==> src/hdl/bsc_pkg.sv <==
// Purpose: constants and types for the skip / call / clear instruction executor
// Assumes: one core instruction cycle per sys_clk_i edge
// Notes:   12-bit instruction words, 8-bit data, 11-bit program counter
//
// Functional notes
// - an opcode with top nibble 0111 carries bit index and register address, and skips when that bit is one.
// - a skip discards the prefetched instruction and runs a no-operation in its place, so the test takes two cycles.
// - a call has top nibble 1001 and loads its 8-bit immediate into counter bits 7 to 0.
// - a call first pushes the counter plus one onto the return stack as its new top.
// - a call copies status bits 6 and 5 to counter bits 10 and 9 and forces counter bit 8 to zero.
// - a call always takes two cycles by flushing the prefetch and changes no status flag.
// - the clear-register opcode writes 00h to register 0 to 31 and sets the zero flag as its only status effect.
package bsc_pkg;

    // --------------------------------------------------------------
    // encodings
    // --------------------------------------------------------------
    localparam logic [3:0] BSC_OP_SKIP_SET = 4'h7;
    localparam logic [3:0] BSC_OP_CALL     = 4'h9;
    localparam logic [6:0] BSC_OP_CLEAR_FILE_REG_OP     = 7'h03;  // 0000 011f ffff, top 7 bits
    localparam logic [11:0] BSC_NOP_WORD   = 12'h000;

    // --------------------------------------------------------------
    // field positions and widths
    // --------------------------------------------------------------
    localparam int BSC_PC_W       = 11;
    localparam int BSC_STAT_PA_HI = 6;
    localparam int BSC_STAT_PA_LO = 5;
    localparam int BSC_STAT_Z     = 2;

    // --------------------------------------------------------------
    // reset values
    // --------------------------------------------------------------
    localparam logic [10:0] BSC_PC_RST  = 11'h7FF;
    localparam logic [7:0]  BSC_ZERO_B  = 8'h00;

    typedef enum logic [1:0] {
        BSC_ST_EXEC  = 2'b01,
        BSC_ST_FLUSH = 2'b10
    } bsc_state_t;

endpackage

==> src/hdl/bsc_decode.sv <==
// Purpose: combinational opcode recogniser
// Assumes: 12-bit instruction word
// Notes:   pure decode, no state
`timescale 1ns/1ps
`default_nettype none
module bsc_decode (
    input  wire logic [11:0] instr_i,
    output logic             is_skip_o,
    output logic             is_call_o,
    output logic             is_clear_file_reg_op_o,
    output logic [2:0]       bit_idx_o,
    output logic [4:0]       reg_addr_o,
    output logic [7:0]       imm_o
);
    import bsc_pkg::*;
    always_comb begin
        is_skip_o  = (instr_i[11:8] == BSC_OP_SKIP_SET);
        is_call_o  = (instr_i[11:8] == BSC_OP_CALL);
        is_clear_file_reg_op_o  = (instr_i[11:5] == BSC_OP_CLEAR_FILE_REG_OP);
        bit_idx_o  = instr_i[7:5];
        reg_addr_o = instr_i[4:0];
        imm_o      = instr_i[7:0];
    end
endmodule // bsc_decode
`default_nettype wire

==> src/hdl/bsc_exec.sv <==
// Purpose: executes bit-test-skip-if-set, call and clear-register
// Assumes: register file read is combinational on rf_raddr_o
// Notes:   other opcodes advance the counter by one
`timescale 1ns/1ps
`default_nettype none
module bsc_exec (
    input  wire logic        sys_clk_i,
    input  wire logic        resetn_i,
    input  wire logic        instr_valid_i,
    input  wire logic [11:0] instr_i,
    input  wire logic [7:0]  rf_rdata_i,
    input  wire logic [7:0]  status_i,
    output logic [4:0]       rf_raddr_o,
    output logic             rf_we_o,
    output logic [4:0]       rf_waddr_o,
    output logic [7:0]       rf_wdata_o,
    output logic             zero_set_o,
    output logic             push_o,
    output logic [bsc_pkg::BSC_PC_W-1:0] push_addr_o,
    output logic [bsc_pkg::BSC_PC_W-1:0] pc_o,
    output logic             flush_o,
    output logic             busy_o
);
    import bsc_pkg::*;

    // ------------------------------------------------------------
    // decode
    // ------------------------------------------------------------
    logic       is_skip;
    logic       is_call;
    logic       is_clear_file_reg_op;
    logic [2:0] bit_idx;
    logic [4:0] reg_addr;
    logic [7:0] imm;

    bsc_decode u_dec (
        .instr_i    (instr_i),
        .is_skip_o  (is_skip),
        .is_call_o  (is_call),
        .is_clear_file_reg_op_o  (is_clear_file_reg_op),
        .bit_idx_o  (bit_idx),
        .reg_addr_o (reg_addr),
        .imm_o      (imm)
    );

    // ------------------------------------------------------------
    // state
    // ------------------------------------------------------------
    typedef struct packed {
        bsc_state_t          st;
        logic [BSC_PC_W-1:0] pc;
        logic                we;
        logic [4:0]          waddr;
        logic [7:0]          wdata;
        logic                zset;
        logic                push;
        logic [BSC_PC_W-1:0] paddr;
    } bsc_regs_t;

    bsc_regs_t s_q;
    bsc_regs_t s_d;
    logic      in_flush;

    assign rf_raddr_o = reg_addr;
    assign in_flush   = (s_q.st == BSC_ST_FLUSH);
    assign flush_o    = in_flush;
    assign busy_o     = in_flush;

    always_comb begin
        s_d       = s_q;
        s_d.we    = 1'b0;
        s_d.zset  = 1'b0;
        s_d.push  = 1'b0;
        unique case (s_q.st)
            BSC_ST_FLUSH: begin
                // prefetched word dropped, executes as a no-operation
                s_d.st = BSC_ST_EXEC;
                if (instr_valid_i) begin
                    s_d.pc = s_q.pc + 11'h001;
                end
            end
            BSC_ST_EXEC: begin
                if (instr_valid_i) begin
                    s_d.pc = s_q.pc + 11'h001;
                    if (is_skip && rf_rdata_i[bit_idx]) begin
                        s_d.st = BSC_ST_FLUSH;
                    end
                    if (is_call) begin
                        s_d.push  = 1'b1;
                        s_d.paddr = s_q.pc + 11'h001;
                        s_d.pc    = {status_i[BSC_STAT_PA_HI:BSC_STAT_PA_LO], 1'b0, imm};
                        s_d.st    = BSC_ST_FLUSH;
                    end
                    if (is_clear_file_reg_op) begin
                        s_d.we    = 1'b1;
                        s_d.waddr = reg_addr;
                        s_d.wdata = BSC_ZERO_B;
                        s_d.zset  = 1'b1;
                    end
                end
            end
        endcase
        if (!resetn_i) begin
            s_d       = '0;
            s_d.st    = BSC_ST_EXEC;
            s_d.pc    = BSC_PC_RST;
            s_d.wdata = BSC_ZERO_B;
        end
    end

    always_ff @(posedge sys_clk_i) begin
        s_q <= s_d;
    end

    assign rf_we_o     = s_q.we;
    assign rf_waddr_o  = s_q.waddr;
    assign rf_wdata_o  = s_q.wdata;
    assign zero_set_o  = s_q.zset;
    assign push_o      = s_q.push;
    assign push_addr_o = s_q.paddr;
    assign pc_o        = s_q.pc;

endmodule // bsc_exec
`default_nettype wire

==> config.mk <==
export PLATFORM = sky130hd
export DESIGN_NAME = bsc_exec
export DESIGN_NICKNAME = d
export VERILOG_FILES = /design/src/hdl/bsc_pkg.sv /design/src/hdl/bsc_decode.sv /design/src/hdl/bsc_exec.sv
export SDC_FILE = /design/constraint.sdc
export NUM_CORES = 1
export LEC_CHECK = 0
export BUFFER_PORTS_ARGS = -buffer_cell sky130_fd_sc_hd__buf_2
export CORE_MARGIN = 4
export CORE_UTILIZATION = 35
export CTS_BUF_LIST = sky130_fd_sc_hd__clkbuf_2 sky130_fd_sc_hd__clkbuf_4 sky130_fd_sc_hd__clkbuf_8
export DETAILED_ROUTE_END_ITERATION = 8
export SKIP_LAST_GASP = 1
export SLEW_MARGIN = 20
export SYNTH_ARGS = -nofsm -noshare
export SYNTH_HDL_FRONTEND = slang
export SYNTH_SLANG_ARGS = --single-unit
==> constraint.sdc <==
create_clock -name sys_clk_i -period 3.4 [get_ports sys_clk_i]
set_input_delay 0.17 -clock sys_clk_i [delete_from_list [all_inputs] [get_ports sys_clk_i]]
set_output_delay 0.17 -clock sys_clk_i [all_outputs]
set_load 0.005 [all_outputs]
### Word level (Yosys, flattened, before mapping)

Cells that the tools add are included.

* bits in registers: 32
* input bits: 31
* word-level logic and storage cells: 32

* add/sub/neg operators: 1
* magnitude comparators: 1
* eq/ne operators: 8
* mux-type cells: 9
* reduce and logical (&&, ||, !) cells: 6

Operators with widths (number)
* 40-bit 2-to-1 mux: 1
* 13-bit one-hot mux with 2 select lines: 1
* 15-bit 2-to-1 mux: 1
* 13-bit 2-to-1 mux: 1
* 12-bit 2-to-1 mux: 1
* 11-bit by 1-bit adder with 11-bit output (second input constant): 1
* 11-bit 2-to-1 mux: 1
* 3-bit AND reduction: 3
* 7-bit by 2-bit == test with 1-bit output (second input constant): 1
* 4-bit by 3-bit == test with 1-bit output (second input constant): 1
* 4-bit == test (second input constant): 1
* 3-bit by 4-bit < comparator with 1-bit output (second input constant): 1
* 2-bit != test (second input constant): 2
* 2-bit AND reduction: 2
* 1-bit binary-select mux with 3-bit select: 1
* 3-bit != test (second input constant): 1
* 2-bit by 1-bit == test with 1-bit output (second input constant): 1
* 2-bit == test (second input constant): 1
* 2-bit 2-to-1 mux: 1
* 1-bit logical AND: 1
* 1-bit 2-to-1 mux: 1

### Logic depth before layout (Yosys ltp)

* depth in word-level cells: 7
* gate-level depth with buffers: 6
* mapped depth without buffers: 5

### By module

Synthesis repeated with hierarchy kept, for this count alone.

* cell total of the unflattened synthesis: 247
* area total of the unflattened synthesis: 2029.4 µm²

By module, submodules not included
* bsc_exec: instances 1, cells an instance 225, area an instance 1868.0 µm², sequential area each 620.6 µm²
* bsc_decode: instances 1, cells an instance 22, area an instance 161.4 µm², sequential area each 0.0 µm²

### Least setup slack after synthesis

No wires, ideal clock.

* path kind: register -> register
* from: register s_q, in the netlist pc_o[0]
* to: register s_q, in the netlist pc_o[10]
* data arrival time: 1.279 ns
* required time: 3.280 ns
* setup slack: 2.001 ns
* cell stages (with the launch flop): 6
* clock period less this slack: 1.399 ns
* path through: dfxtp_1 ha_1 buf_2 nand4_2 a21o_1 a211o_1

* longest elaborated chain between the ends: 4
* elaborated cells between the ends (all ways): 5
* classes of those cells: 1 x add/sub; 4 x mux

Ends and longest elaborated chain
* start: declaration: RTL line bsc_exec.sv:60 `bsc_regs_t s_q;`
* start signal: assignment: RTL line bsc_exec.sv:112 `s_q <= s_d;`
* 11-bit by 1-bit adder with 11-bit output (*): RTL line bsc_exec.sv:79, bsc_exec.sv:84
* 13-bit 2-to-1 mux: RTL line bsc_exec.sv:88 `if (is_call) begin`
* 40-bit 2-to-1 mux: RTL line bsc_exec.sv:83 `if (instr_valid_i) begin`
* 13-bit one-hot mux with 2 select lines (*): RTL line bsc_exec.sv:74 `unique case (s_q.st)`

Mark *: on every way between the ends. The rest lies on a longest branch, timed or not. The select of a mux whose other input is x is not followed.
A chain may end at the register's enable or synchronous reset.

### Worst setup path after layout

Same ends and word-level chain as after synthesis.

==> results by group <==
Status
  • Outcome: completed

Timing
  • Final Critical Period: 1.62 ns
  • Setup Viol. Count Final: 0
  • Rel. slew slack: 0.620
  • Worst-margin pin slew: 0.567 ns
  • Fin Hold WS: 0.129 ns
  • Hold Fails Final Rpt: 0
  • TNS Setup: 0 ns
  • Clock skew: 0.00351 ns
  • Final max-slew violation count: 0
  • Unrepaired setup endpoints after global routing: no
  • Final Cycle Share: 0.476
  • F_max: 618 MHz

Logic synthesis
  • Synth Area per Inst: 9.08 um^2
  • Count of unique library cells instantiated by Yosys: 44
  • Post-synth ARST share: 0
  • Register area share after synthesis: 0.340
  • Post-synth EDFFs: 0
  • Predominant post-synthesis flop cell: dfxtp_1
  • Share of the synthesized area in the top cell type: 0.340
  • Post-Syn Instances: 201
  • Post-synth top area cell: dfxtp_1
  • Register bit total from synthesis: 31
  • Cell Area, Synth: 1820 um^2
  • Synthesis warning total: 0
  • Top cells by area, synth: dfxtp_1, buf_4, mux2i_1

Power and ir drop
  • LEAKAGE: 0.000924 uW
  • Comb power frac: 0.204
  • PD cells: 432 nW/um^2
  • Peak supply drop: 0.192 mV
  • Sw Ratio: 0.284
  • Clock network fraction of total power: 0.317
  • P_sw: 243 uW
  • Cell internal pwr: 611 uW
  • Seq pwr share: 0.479

Floorplan
  • Die height: 80.2 um
  • Site row count: 26
  • Die area: 6430 um^2
  • Top Ports: 76
  • Initial Util: 0.359
  • Die width: 80.2 um
  • Core area: 5070 um^2

Final layout
  • Area occupied by multi-input gates: 868 um^2
  • Fillers: 538
  • Synth-to-Final Area Change: 8.37%
  • Register area: 621 um^2
  • Share of cells above drive strength 1: 0.348
  • Ant diodes: 0
  • Final nets: 260

Global route
  • Initial antenna violation count: 0
  • GRT Total Usage: 0.124
  • Pin count of the biggest net entering global routing: 31
  • Vias in the first global route: 1333
  • Grt ovf: 0
  • Global-route wire length before repair: 6120 um

Placed design
  • Port bufs: 61
  • Hpwl dp: 2990 um
  • GPL Wtd Cong: 0.839

Clock tree
  • CTS tree: yes
  • Cts hold-fix bufs: 0
  • Setup bufs post-CTS: 0
  • Post-cts sizing count: 0
  • Skew-Pair Late Insertion Delay: 0.28 ns
  • Clock buffer depth: 2
  • H-tree lvl count: 2
  • # clock sinks: 31
  • Worst-path clk slew: 0.06 ns
  • CTS buffer count: 5
  • Clock root cell: clkbuf_8

Flow run
  • Max-Cap Viols: 0

Worst setup path
  • Worst path slowest cell: dfxtp_1
  • Critical path type: flop to flop
  • Critical Path Sink Type: flop
  • Slowest cell delay on critical path: 0.44 ns
  • Critical Path, Cell by Cell: ha_1 > nand4_2 > a21o_1 > a211o_1
  • WP data arrival: 1.79 ns
  • Critical path data required time: 3.57 ns
  • Crit-path max FO: 7
  • Critical path startpoint category: flop

Route
  • DRT Pass-1 Iters: 4
  • Final WL: 4000 um
  • Wire length per cell: 13.5 um
  • Vias: 1397
  • Post-DR vias/cell: 4.70
  • Final ANT Viol Nets: 0
  • Initial detailed-routing violation count: 71
  • DRC errors left: 0

Min path
  • Hold crit path type: primary input to flop
[area by class of cell]
type,instances,share of cell area
tap,70,0.0443
sequential,31,0.314
multi-input combinational,125,0.439
timing repair buffer,62,0.158
inverter,3,0.00570
clock buffer,6,0.0386
[synthesized netlist by cell type, types with 3 or more instances]
| master | instances |
|---|---|
| xnor2_1 | 4 |
| buf_4 | 44 |
| a21o_1 | 3 |
| nand2_1 | 10 |
| nor2_1 | 17 |
| nand3_1 | 5 |
| a211oi_1 | 5 |
| xor2_1 | 4 |
| nand4_1 | 4 |
| a21oi_1 | 9 |
| mux2i_1 | 7 |
| dfxtp_1 | 31 |
| a221oi_1 | 3 |
| buf_2 | 3 |
| nor3_1 | 3 |
| o21ai_0 | 9 |
[worst max-delay path: cells and delay by family, from the launching register on]
family | cells | cell delay [ns]
flops | 1 | 0.44
compound gates | 2 | 0.49
fa+ha+maj | 1 | 0.39
simple gates | 1 | 0.19
[cells in the final DEF (no fill, tap or decap), types with 3 or more instances in the layout]
master    instances
nor3_1            3
xnor2_1           4
nor2_1           16
xor2_1            4
dfxtp_1          31
buf_2            61
a21oi_1           9
conb_1            8
a21o_1            3
a221oi_1          3
a211oi_1          5
o21ai_0           9
clkbuf_8          5
nand2_1          10
mux2i_1           7
nand3_1           5
nand4_1           4
[stage by stage]
stage | utilization | setup slack [ns] | cell area (um^2) | std cells | power, uW
after global routing | 0.390 | 1.71 | 1980 | 297 | 897
after CTS | 0.390 | 1.78 | 1980 | 297 | 864
after detailed placement | 0.375 | 1.75 | 1900 | 291 | 592
after global placement | 0.375 | 1.78 | 1900 | 291 | 589
final | 0.390 | 1.78 | 1980 | 297 | 853
after floorplan | - | 2.00 | 1850 | 208 | 560
[layer usage]
metal / up-vias / global-route usage / part of all wire
met3: 5 / 0.0404 / 0.058
li1: 720 / - / -
met1: 624 / 0.147 / 0.45
met5: - / 0 / 0
met2: 48 / 0.202 / 0.47
met4: 0 / 0.0574 / 0.015
[sequential cells by signal (all words and copies together) (netlist names)]
name         cells
push_addr_o     11
rf_waddr_o       5
pc_o            11
rf_we_o          1
push_o           1
s_q              2
[path summary, 6_finish.rpt]
check | startpoint | endpoint | slack, ns | cells after the start
worst max-delay path | pc_o[0]$_SDFFE_PN1P_ | pc_o[10]$_SDFFE_PN1P_ | 1.78 | 4
worst min-delay path | instr_i[4] | pc_o[4]$_SDFFE_PN1P_ | 0.13 | 3
worst max register to register | pc_o[0]$_SDFFE_PN1P_ | pc_o[10]$_SDFFE_PN1P_ | 1.78 | 4
worst min register to register | rf_waddr_o[0]$_SDFFE_PN0P_ | rf_waddr_o[0]$_SDFFE_PN0P_ | 0.49 | 2
[power groups by stage]
| stage | sequential [uW] | clock [uW] | combinational, uW |
|---|---|---|---|
| floorplan | 407 | 0 | 153 |
| global placement | 414 | 0 | 175 |
| detailed placement | 416 | 0 | 176 |
| CTS | 408 | 280 | 176 |
| global route | 411 | 292 | 194 |
| finish | 409 | 270 | 174 |
[logic make-up after synthesis]
group	count (synthesis)	share of synthesized area
simple gates	59	0.194
flops	31	0.340
buf+inv	52	0.200
mux	9	0.0672
fa+ha+maj	1	0.00686
other cells	1	0.00206
xor+xnor	9	0.0473
compound gates	39	0.143
Note: power is estimated with default switching activity, not from simulation.
